===== src/logic/sbst_regs.vh =====
/*
  constants of the sram boundary-scan test port: instruction codes, scan lengths,
  register offsets and field positions of the wishbone view.
  assumes it is included by its bare name from the design file.
*/
`ifndef SBST_REGS_VH
`define SBST_REGS_VH

// How it works
// - all test inputs, serial data included, are sampled on test clock rise
// - serial data output changes only on the test clock fall
// - mode select, evaluated at each test clock rise, picks the next tap state
// - an unconnected mode select or data input reads as logic one
// - the held instruction alone picks the register in the serial path
// - serial data enters at the msb and leaves from the lsb
// - serial output is enabled only in the shift states, else high impedance
// - mode select high on five test clock rises always reaches test-logic-reset
// - a tap reset never touches normal memory operation
// - power-up resets the test logic itself, output off, memory untouched
// - exactly one scan register sits between serial input and output
// - the instruction register is three bits, loaded serially in its path
// - instruction register holds the id instruction after power-up and reset
// - capture-ir loads pattern 01 into the two low instruction bits
// - a one-bit bypass register exists and is cleared under bypass
// - the boundary scan register is 71 bits, one per input or two-way ball
// - capture-dr copies the io ring into the boundary register, shift-dr shifts it
// - extest, sample-preload and sample-z select and capture the boundary register
// - the port behaves correctly in a chain shared with compliant ports
// - under the id instruction capture-dr loads a fixed 32-bit code
// - a shifted instruction takes effect only on the test clock rise that leaves update-ir
// - all-zero instruction is extest: like sample-preload plus memory outputs off
// - sample-z selects the boundary register and forces memory outputs off

`define SBST_IR_W        3
`define SBST_BSR_W       71
`define SBST_ID_W        32
`define SBST_ST_W        16

`define SBST_IR_EXTEST   3'h0
`define SBST_IR_IDCODE   3'h1
`define SBST_IR_SAMPLEZ  3'h2
`define SBST_IR_SAMPLE   3'h4
`define SBST_IR_BYPASS   3'h7
`define SBST_IR_CAPT     3'h1

`define SBST_ADDR_W      4
`define SBST_OFS_STATUS  4'h0
`define SBST_OFS_CTRL    4'h4

`define SBST_CTRL_RST    0
`define SBST_STAT_IR_LO  0
`define SBST_STAT_HIZ    3
`define SBST_STAT_ST_LO  16

`endif


===== src/logic/sbst_tap.v =====
/*
  boundary-scan test access port of a burst sram, seen from the core clock.
  assumes the test clock is far slower than i_core_clk (at least four core cycles per
  half period) and that the io ring input is on the core clock.
*/
// The implementer's own choices: the Wishbone interface to the registers and the placing of the registers.
`timescale 1ns/1ns
`include "sbst_regs.vh"

module sbst_tap #(
  parameter [31:0] ID_CODE = 32'h1000_0001  // arbitrary value
) (
  input  wire          i_core_clk,
  input  wire          i_rstn,
  input  wire          i_tck,
  input  wire          i_tms,
  input  wire          i_tms_conn,
  input  wire          i_tdi,
  input  wire          i_tdi_conn,
  input  wire [70:0]   i_ring,
  output reg           o_tdo,
  output reg           o_tdo_oe,
  output reg           o_mem_hiz,
  input  wire          i_wb_cyc,
  input  wire          i_wb_stb,
  input  wire          i_wb_we,
  input  wire [3:0]    i_wb_adr,
  input  wire [3:0]    i_wb_sel,
  input  wire [31:0]   i_wb_dat,
  output reg  [31:0]   o_wb_dat,
  output reg           o_wb_ack
);

////////////////////////////////////////////////////////////////////////////////
// tap states, one-hot

localparam [15:0] S_TLR  = 16'h0001;
localparam [15:0] S_RTI  = 16'h0002;
localparam [15:0] S_SDR  = 16'h0004;
localparam [15:0] S_CDR  = 16'h0008;
localparam [15:0] S_SHDR = 16'h0010;
localparam [15:0] S_E1DR = 16'h0020;
localparam [15:0] S_PDR  = 16'h0040;
localparam [15:0] S_E2DR = 16'h0080;
localparam [15:0] S_UDR  = 16'h0100;
localparam [15:0] S_SIR  = 16'h0200;
localparam [15:0] S_CIR  = 16'h0400;
localparam [15:0] S_SHIR = 16'h0800;
localparam [15:0] S_E1IR = 16'h1000;
localparam [15:0] S_PIR  = 16'h2000;
localparam [15:0] S_E2IR = 16'h4000;
localparam [15:0] S_UIR  = 16'h8000;

// next state from the present state and mode select
function [15:0] nxt;
  input [15:0] st;
  input        tms;
  begin
    case (st)
      S_TLR:   nxt = tms ? S_TLR  : S_RTI;
      S_RTI:   nxt = tms ? S_SDR  : S_RTI;
      S_SDR:   nxt = tms ? S_SIR  : S_CDR;
      S_CDR:   nxt = tms ? S_E1DR : S_SHDR;
      S_SHDR:  nxt = tms ? S_E1DR : S_SHDR;
      S_E1DR:  nxt = tms ? S_UDR  : S_PDR;
      S_PDR:   nxt = tms ? S_E2DR : S_PDR;
      S_E2DR:  nxt = tms ? S_UDR  : S_SHDR;
      S_UDR:   nxt = tms ? S_SDR  : S_RTI;
      S_SIR:   nxt = tms ? S_TLR  : S_CIR;
      S_CIR:   nxt = tms ? S_E1IR : S_SHIR;
      S_SHIR:  nxt = tms ? S_E1IR : S_SHIR;
      S_E1IR:  nxt = tms ? S_UIR  : S_PIR;
      S_PIR:   nxt = tms ? S_E2IR : S_PIR;
      S_E2IR:  nxt = tms ? S_UIR  : S_SHIR;
      S_UIR:   nxt = tms ? S_SDR  : S_RTI;
      default: nxt = S_TLR;
    endcase
  end
endfunction

// instruction decode: which data register is in the path
function sel_bsr;
  input [2:0] ir;
  begin
    sel_bsr = (ir == `SBST_IR_EXTEST) || (ir == `SBST_IR_SAMPLE) || (ir == `SBST_IR_SAMPLEZ);
  end
endfunction

function sel_id;
  input [2:0] ir;
  begin
    sel_id = (ir == `SBST_IR_IDCODE);
  end
endfunction

// a floating pin reads as one, as the pull-up would make it
function pulled;
  input conn;
  input pin;
  begin
    pulled = conn ? pin : 1'b1;
  end
endfunction

////////////////////////////////////////////////////////////////////////////////
// input synchronisers

reg        tck_s1_q;
reg        tck_s2_q;
reg        tck_s3_q;
reg        tms_s1_q;
reg        tms_s2_q;
reg        tdi_s1_q;
reg        tdi_s2_q;
reg        tmsc_s1_q;
reg        tmsc_s2_q;
reg        tdic_s1_q;
reg        tdic_s2_q;
wire       tck_rise;
wire       tck_fall;
wire       tms_in;
wire       tdi_in;

always @(posedge i_core_clk or negedge i_rstn)
begin
  if (!i_rstn)
  begin
    tck_s1_q <= 1'b0;
    tck_s2_q <= 1'b0;
    tck_s3_q <= 1'b0;
    tms_s1_q <= 1'b1;
    tms_s2_q <= 1'b1;
    tdi_s1_q <= 1'b1;
    tdi_s2_q <= 1'b1;
    tmsc_s1_q <= 1'b0;
    tmsc_s2_q <= 1'b0;
    tdic_s1_q <= 1'b0;
    tdic_s2_q <= 1'b0;
  end
  else
  begin
    tck_s1_q <= i_tck;
    tck_s2_q <= tck_s1_q;
    tck_s3_q <= tck_s2_q;
    tms_s1_q <= i_tms;
    tms_s2_q <= tms_s1_q;
    tdi_s1_q <= i_tdi;
    tdi_s2_q <= tdi_s1_q;
    tmsc_s1_q <= i_tms_conn;
    tmsc_s2_q <= tmsc_s1_q;
    tdic_s1_q <= i_tdi_conn;
    tdic_s2_q <= tdic_s1_q;
  end
end

// a test clock held low yields no edge, so only the soft test reset moves the tap logic below
assign tck_rise = tck_s2_q & ~tck_s3_q;
assign tck_fall = ~tck_s2_q & tck_s3_q;

// pins as seen after the synchronisers, a floating one reads high
assign tms_in = pulled(tmsc_s2_q, tms_s2_q);
assign tdi_in = pulled(tdic_s2_q, tdi_s2_q);

////////////////////////////////////////////////////////////////////////////////
// tap state machine

reg  [15:0] st_q;
reg  [15:0] st_d;
reg         soft_rst_q;

always @*
begin
  st_d = st_q;
  if (soft_rst_q)
    st_d = S_TLR;
  else if (tck_rise)
    st_d = nxt(st_q, tms_in);
end

// power-up lands in test-logic-reset; no memory path is touched here
always @(posedge i_core_clk or negedge i_rstn)
begin
  if (!i_rstn)
    st_q <= S_TLR;
  else
    st_q <= st_d;
end

////////////////////////////////////////////////////////////////////////////////
// instruction register

reg  [2:0]  ir_sh_q;
reg  [2:0]  ir_q;

always @(posedge i_core_clk or negedge i_rstn)
begin
  if (!i_rstn)
  begin
    ir_sh_q <= `SBST_IR_IDCODE;
    ir_q    <= `SBST_IR_IDCODE;
  end
  else if (st_q == S_TLR)
  begin
    ir_q    <= `SBST_IR_IDCODE;
  end
  else if (tck_rise)
  begin
    case (st_q)
      S_CIR:   ir_sh_q <= `SBST_IR_CAPT;
      S_SHIR:  ir_sh_q <= {tdi_in, ir_sh_q[2:1]};
      S_UIR:   ir_q    <= ir_sh_q;
      default: ir_sh_q <= ir_sh_q;
    endcase
  end
end

////////////////////////////////////////////////////////////////////////////////
// data registers

reg  [70:0] bsr_q;
reg  [31:0] idr_q;
reg         byp_q;
wire        use_bsr = sel_bsr(ir_q);
wire        use_id  = sel_id(ir_q);
wire        use_byp = ~use_bsr & ~use_id;

// only the selected register captures or shifts; update-dr is ignored
always @(posedge i_core_clk or negedge i_rstn)
begin
  if (!i_rstn)
  begin
    bsr_q <= {`SBST_BSR_W{1'b0}};
    idr_q <= {`SBST_ID_W{1'b0}};
    byp_q <= 1'b0;
  end
  else if (tck_rise)
  begin
    if (st_q == S_CDR)
    begin
      if (use_bsr)
        bsr_q <= i_ring;
      if (use_id)
        idr_q <= ID_CODE;
      if (use_byp)
        byp_q <= 1'b0;
    end
    else if (st_q == S_SHDR)
    begin
      if (use_bsr)
        bsr_q <= {tdi_in, bsr_q[70:1]};
      if (use_id)
        idr_q <= {tdi_in, idr_q[31:1]};
      if (use_byp)
        byp_q <= tdi_in;
    end
  end
end

////////////////////////////////////////////////////////////////////////////////
// serial output and memory output control

reg         tdo_d;
reg         tdo_oe_d;

always @*
begin
  tdo_d    = o_tdo;
  tdo_oe_d = o_tdo_oe;
  if (soft_rst_q || st_q == S_TLR)
  begin
    tdo_oe_d = 1'b0;
  end
  else if (tck_fall)
  begin
    tdo_oe_d = (st_q == S_SHIR) || (st_q == S_SHDR);
    if (st_q == S_SHIR)
      tdo_d = ir_sh_q[0];
    else if (use_bsr)
      tdo_d = bsr_q[0];
    else if (use_id)
      tdo_d = idr_q[0];
    else
      tdo_d = byp_q;
  end
end

// tdo changes on the falling test clock only, memory off follows the held instruction; update-dr has no pin effect
always @(posedge i_core_clk or negedge i_rstn)
begin
  if (!i_rstn)
  begin
    o_tdo     <= 1'b1;
    o_tdo_oe  <= 1'b0;
    o_mem_hiz <= 1'b0;
  end
  else
  begin
    o_tdo     <= tdo_d;
    o_tdo_oe  <= tdo_oe_d;
    o_mem_hiz <= (ir_q == `SBST_IR_EXTEST) || (ir_q == `SBST_IR_SAMPLEZ);
  end
end

////////////////////////////////////////////////////////////////////////////////
// wishbone slave: status and soft test reset

wire        wb_req = i_wb_cyc & i_wb_stb & ~o_wb_ack;
wire        wb_ctrl = (i_wb_adr == `SBST_OFS_CTRL);
wire        wb_stat = (i_wb_adr == `SBST_OFS_STATUS);
// soft test reset strobe, self-clearing
wire        wb_soft = wb_req & i_wb_we & wb_ctrl & i_wb_sel[0] & i_wb_dat[`SBST_CTRL_RST];
reg  [31:0] rd_d;

always @*
begin
  rd_d = 32'h0000_0000;
  if (wb_stat)
  begin
    rd_d[`SBST_STAT_IR_LO +: 3] = ir_q;
    rd_d[`SBST_STAT_HIZ]        = o_mem_hiz;
    rd_d[`SBST_STAT_ST_LO +: 16] = st_q;
  end
end

always @(posedge i_core_clk or negedge i_rstn)
begin
  if (!i_rstn)
  begin
    o_wb_ack   <= 1'b0;
    o_wb_dat   <= 32'h0000_0000;
    soft_rst_q <= 1'b0;
  end
  else
  begin
    o_wb_ack   <= wb_req;
    soft_rst_q <= wb_soft;
    if (wb_req && !i_wb_we)
      o_wb_dat <= rd_d;
  end
end

endmodule


===== config.mk =====
export PLATFORM = sky130hd
export DESIGN_NAME = sbst_tap
export DESIGN_NICKNAME = d
export VERILOG_FILES = /design/src/logic/sbst_tap.v
export VERILOG_INCLUDE_DIRS = /design/src /design/src/logic
export SDC_FILE = /design/constraint.sdc
export NUM_CORES = 1
export LEC_CHECK = 0
export ABC_CLOCK_PERIOD_IN_PS = 3430
export BUFFER_PORTS_ARGS = -buffer_cell sky130_fd_sc_hd__buf_2
export CELL_PAD_IN_SITES_DETAIL_PLACEMENT = 1
export CELL_PAD_IN_SITES_GLOBAL_PLACEMENT = 1
export CORE_AREA = 10 10 132 158
export DETAILED_ROUTE_END_ITERATION = 8
export DIE_AREA = 0 0 142 168
export PLACE_DENSITY_LB_ADDON = 0.1
export SLEW_MARGIN = 20
export SYNTH_ARGS = -nofsm -noshare
export SYNTH_HDL_FRONTEND = slang
export SYNTH_SLANG_ARGS = --single-unit

===== constraint.sdc =====
create_clock -name i_core_clk -period 3.43 [get_ports i_core_clk]
set_clock_uncertainty 0.2 [all_clocks]
set_input_delay 0.5145 -clock i_core_clk [delete_from_list [all_inputs] [get_ports i_core_clk]]
set_output_delay 0.5145 -clock i_core_clk [all_outputs]
set_load 0.05 [all_outputs]

After elaboration in Yosys (flattened, before gate mapping)

Cells that the tools add are included.

Bits in registers: 162
Input bits: 121
Output and inout port bits: 36
Logic and storage cells: 129

Equality and inequality tests: 26
Mux-type cells: 40
Bitwise logic cells: 16
Reductions and logical operators: 24

Operators by type and width:

| cell                                                               | number |
|---|---|
| 71-bit two-way mux                                                 | 4 |
| 16-bit case mux with 12 select lines                               | 1 |
| 32-bit two-way mux                                                 | 4 |
| 16-bit two-way mux                                                 | 5 |
| 9-bit two-way mux                                                  | 2 |
| 16-bit by 1-bit == test with 1-bit output (second input constant)  | 1 |
| 16-bit by 10-bit == test with 1-bit output (second input constant) | 1 |
| 16-bit by 11-bit == test with 1-bit output (second input constant) | 1 |
| 16-bit by 12-bit == test with 1-bit output (second input constant) | 1 |
| 16-bit by 13-bit == test with 1-bit output (second input constant) | 1 |
| 16-bit by 14-bit == test with 1-bit output (second input constant) | 1 |
| 16-bit by 15-bit == test with 1-bit output (second input constant) | 1 |
| 16-bit == test (second input constant)                             | 1 |
| 16-bit by 2-bit == test with 1-bit output (second input constant)  | 1 |
| 16-bit by 3-bit == test with 1-bit output (second input constant)  | 1 |
| 16-bit by 4-bit == test with 1-bit output (second input constant)  | 1 |
| 16-bit by 5-bit == test with 1-bit output (second input constant)  | 1 |
| 16-bit by 6-bit == test with 1-bit output (second input constant)  | 1 |
| 16-bit by 7-bit == test with 1-bit output (second input constant)  | 1 |
| 16-bit by 8-bit == test with 1-bit output (second input constant)  | 1 |
| 16-bit by 9-bit == test with 1-bit output (second input constant)  | 1 |
| 15-bit two-way mux                                                 | 1 |
| 13-bit two-way mux                                                 | 1 |
| 3-bit two-way mux                                                  | 4 |
| other kinds (26)                                                   | 68 |

Longest topological paths before layout

Depth after elaboration: 8
Mapped depth: 10
Gate-level depth less buffers: 6

Worst setup path before layout

OpenSTA, ideal clock, no wires.

Path type: register -> register
From: register st_q[5]
To: register idr_q[31]
Setup time: 125 ps
Arrival: 2332 ps
Path slack: 773 ps
Cell stages (with the launch flop): 8
Path buffers: 2
Clock period less this slack: 2657 ps
Cell sequence: dfrtp_1 -> buf_6 -> or4b_2 -> nor2_1 -> o21ai_1 -> or4_1 -> buf_4 -> mux2_4

Word-level cells in the longest chain between the ends: 3
Elaborated cells on any way between the ends: 7
Those cells by class: eq/ne (4); mux (1); reduce/logical (2)

RTL lines:

| item                                                                                                   | RTL line                       | text |
|---|---|---|
| from (decl)                                                                                            | sbst_tap.v:167                 | `reg [15:0] st_q;` |
| from (signal assigned)                                                                                 | sbst_tap.v:186                 | `st_q <= st_d;` |
| 16-bit by 5-bit == test with 1-bit output or 16-bit by 4-bit == test with 1-bit output (tied branches) | sbst_tap.v:247, sbst_tap.v:238 |  |
| 2-bit inequality test (no line) or 2-bit nonzero test (tied branches)                                  | --                             |  |
| 4-bit AND reduction (no line)                                                                          | --                             |  |
| to (signal assigned)                                                                                   | sbst_tap.v:233                 | `` idr_q <= {`SBST_ID_W{1'b0}}; `` |
| to (signal assigned)                                                                                   | sbst_tap.v:252                 | `idr_q <= {tdi_in, idr_q[31:1]};` |
| to (decl)                                                                                              | sbst_tap.v:221                 | `reg [31:0] idr_q;` |

Parallel ways exist; a longest one is shown, timed or not.
A chain may end at the register's enable or synchronous reset.

Worst setup path in the final report

From: register st_q[13]
To: register idr_q[1]

The elaborated chain is that of the path after synthesis.

==> results by group <==
Floorplan
  • # IOs: 157
  • Die W: 142 microns
  • Initial Utilization: 40.79%
  • Placement Rows: 54
  • Die Ht: 168 microns
  • Die ar.: 23860 sq um
  • Core area: 17840 sq um

Hold path
  • Type of the tightest min-delay check: register to register

Setup path
  • Worst setup SP type: register
  • Worst Path Arrival: 3.20 ns
  • WP data required: 3.51 ns
  • CP Buf/Inv Count: 1
  • Type of the worst setup path: register to register
  • CP delay by family, top: simple AND/OR/NAND/NOR gates
  • Max FO, Critical Path: 27
  • Slowest stage delay, CP: 0.79 ns
  • Worst path cell trace: or4_1, nor2_2, o21ai_1, or4_1, buf_4, nand2_1, o21ai_1
  • CP endpoint kind: register
  • Crit-path slowest cell: or4_1

Clocking
  • Post-CTS Resized: 0
  • Root Driver: clkbuf_16
  • TritonCTS clock tree: yes
  • CTS Hold Bufs: 6
  • H-tree Lvls: 4
  • Clk_lat worst skew: 0.42 ns
  • Clock Sinks: 162
  • Clk slew on worst S/H paths: 0.07 ns
  • TritonCTS Buffers: 17
  • # Post-CTS Setup Buffers: 0
  • Clk buf depth: 2

Detailed routing
  • Vias per std cell: 5.221
  • Antenna Nets Post-Route: 0
  • DR vias: 5466
  • Average wire per standard cell: 17.00 microns
  • Initial drt markers: 223
  • Met2 WL: 8894 microns
  • Remaining DRCs: 0
  • Metal3 WL: 888 microns
  • Max Used Layer: met5
  • 1st-pass router iterations: 4
  • Routed length on met1: 7794 microns
  • Routed wire length: 17800 microns

Power
  • Switch share: 24.33%
  • Switch Pwr: 1.046 mW
  • VDD IR max: 0.0003911 V
  • Clock network power share: 45.8%
  • P_leak: 4.011 nW
  • Register share of total power: 45.9%
  • Pwr dens: 495.9 nW/um^2
  • Internal: 3.254 mW
  • Comb power frac: 8.3%
  • Final Power: 4.300 mW

Yosys
  • Number of flops mapped to enable cells by yosys: 0
  • Main combinational cell family by area after synthesis: simple AND/OR/NAND/NOR gates
  • Unique masters post-synth: 50
  • Adder-Cell Fraction of Synth Area: 0.1376%
  • Ys async rst share: 100.0%
  • Mux contribution to synthesized area: 10.56%
  • Post-synthesis compound-gate area fraction: 12.74%
  • Area leader, netlist: dfrtp_1
  • Ys flop type: dfrtp_1
  • Largest cells by area after synthesis: dfrtp_1, mux2i_1, nand2_1
  • Synthesis warning total: 0
  • Post-Syn Area: 7276 sq um
  • Synth Area per Inst: 10.29 sq um
  • Simple-gate area share of the yosys netlist: 14.69%
  • Area share of the largest cell type after synthesis: 52.97%
  • Post-Syn Instances: 707
  • Synth Register Bits: 162
  • Xor/xnor share of the synthesized area: 0.6019%
  • Seq/Total Area, Yosys: 55.86%

Placement
  • DP HPWL: 12750 microns
  • IO buf count: 110
  • RePlAce Congestion: 0.8949

Global route
  • Vias in the first global route: 5977
  • GRT Util Overall: 15.35%
  • Grt total ovfl: 0
  • Global-route wire length before repair: 30220 microns
  • Initial antenna violation count: 1
  • Largest net degree at the start of global routing: 143

STA
  • Setup violators final: 0
  • Slew Viols, Final: 0
  • Max-slew headroom: 49.44%
  • Achievable frequency: 320.5 MHz
  • Crit share post-route: 90.97%
  • Minimum clock period: 3.120 ns
  • Pin slew with the least headroom to its limit: 0.7584 ns
  • Sum Neg Setup Slack: 0 ns
  • Final Hold Viols: 0
  • RSZ-0062 raised after global routing: no

Finish
  • Area Overhead vs Synth: 19.17%
  • Number of fill cells: 2062
  • # diodes: 0
  • Multi-input logic area: 2885 sq um
  • Share of layout cells above drive strength 1: 22.24%
  • Final #Nets: 931
  • Sequential cell area: 4064 sq um

Status
  • Status: finished, final reports clean

Run
  • Max_cap viols: 0
-- state kept, by name, summed over array words and instances (netlist names) --
register,cells
tdic_s2_q,1
tck_s1_q,1
tms_s1_q,1
tdi_s2_q,1
byp_q,1
ir_sh_q,3
tdic_s1_q,1
o_tdo_oe,1
tck_s3_q,1
tms_s2_q,1
tck_s2_q,1
o_wb_dat,20
tmsc_s1_q,1
bsr_q,71
tdi_s1_q,1
o_tdo,1
st_q,16
o_wb_ack,1
tmsc_s2_q,1
soft_rst_q,1
idr_q,32
ir_q,3
o_mem_hiz,1
-- kinds of logic (layout without fill, tap and decap cells) --
family | Yosys count | after routing
other | 1 | 12
and+or+nand+nor | 235 | 235
adders and majority gates | 1 | 1
muxes | 76 | 76
xor gates and xnor gates | 5 | 5
AOI/OAI and AO/OA | 161 | 161
DFF | 162 | 162
buffers and inverters | 66 | 171
-- power by group through the flow --
stage	Sequential [mW]	Combinational, mW	Clock, mW
global placement	2.01	0.347	0
finish	1.97	0.357	1.97
floorplan	2.02	0.188	0
global route	1.98	0.392	2.10
CTS	1.97	0.361	2.02
detailed placement	2.01	0.354	0
-- worst reg2reg max path, cell delays in order (launching register included) --
cell	delay, ns
dfrtp_1	0.48
or4_1	0.70
nor2_2	0.19
o21ai_1	0.14
or4_1	0.79
buf_4	0.33
nand2_1	0.09
o21ai_1	0.06
-- per-stage QoR --
stage | hold slack, ns | setup WS (ns) | utilization, % | instance area [sq um] | instances
after floorplan | 0.01891 | 0.7728 | - | 7317 | 718
after global placement | 0.1362 | 0.3601 | 44.84 | 7999 | 1009
after detailed placement | 0.1387 | 0.3151 | 44.84 | 7999 | 1009
after CTS | 0.1354 | 0.2969 | 48.60 | 8668 | 1047
after global routing | 0.1539 | 0.1419 | 48.61 | 8671 | 1047
final | 0.1521 | 0.3096 | 48.61 | 8671 | 1047
-- final timing paths --
path / endpoint / depth (start not counted) / startpoint / slack (ns)
worst min register to register: tmsc_s2_q / 0 / tmsc_s1_q / 0.15
worst min-delay path: tmsc_s2_q / 0 / tmsc_s1_q / 0.15
max in group asynchronous: tdi_s1_q / 3 / i_rstn / 1.70
min in group asynchronous: o_wb_dat[28] / 2 / i_rstn / 0.46
worst max-delay path: idr_q[1] / 7 / st_q[13] / 0.31
worst max register to register: idr_q[1] / 7 / st_q[13] / 0.31
-- synthesized netlist by cell type (5+ instances only) --
cell      count
nor4b_1       5
buf_2         9
nand4_1       5
o21ai_0      12
a21oi_1       7
dfrtp_1     154
nor3_1       12
buf_6         8
a22o_1       20
nor2_1       26
dfstp_2       8
or4_1         5
nand2_1     150
buf_4        19
clkbuf_1     27
mux2i_1      73
nand2b_1      5
nor2b_1       5
o21ai_1     108
-- cells in the final DEF (no fill, tap or decap), types with 3 or more instances in the layout --
| cell type | netlist | layout |
|---|---|---|
| dfrtp_1 | 154 | 154 |
| xnor2_1 | 3 | 3 |
| nor4_1 | 4 | 4 |
| o21ai_1 | 108 | 108 |
| o21ai_0 | 12 | 12 |
| nor2b_1 | 5 | 5 |
| or4_1 | 5 | 5 |
| buf_4 | 19 | 17 |
| or3_1 | 4 | 4 |
| nor3_1 | 12 | 11 |
| nand2_1 | 150 | 150 |
| clkbuf_16 | 0 | 17 |
| a22o_1 | 20 | 20 |
| bufinv_16 | 0 | 3 |
| buf_2 | 9 | 109 |
| nand3_1 | 4 | 3 |
| mux2i_1 | 73 | 73 |
| clkinv_2 | 0 | 5 |
| dfstp_2 | 8 | 8 |
| buf_12 | 0 | 4 |
| nor2_1 | 26 | 25 |
| nand2b_1 | 5 | 5 |
| nor4b_1 | 5 | 5 |
| a21oi_1 | 7 | 7 |
| dlygate4sd3_1 | 0 | 6 |
| nand4_1 | 5 | 5 |
| conb_1 | 1 | 12 |
-- area by class of cell --
type | count | area share (%)
Sequential cell | 162 | 46.87
Multi-Input combinational cell | 490 | 33.28
Timing Repair Buffer | 137 | 9.509
Clock buffer | 19 | 5.224
Tap cell | 224 | 3.232
Clock inverter | 13 | 1.804
Inverter | 2 | 0.08658
-- routing by layer --
layer / vias to the layer above / global-route usage, %
met1: 2711 / 18.81
met4: 2 / 5.029
li1: 2637 / -
met3: 17 / 4.222
met5: - / 0
met2: 99 / 25.42
Note: power is estimated with default switching activity, not from simulation.
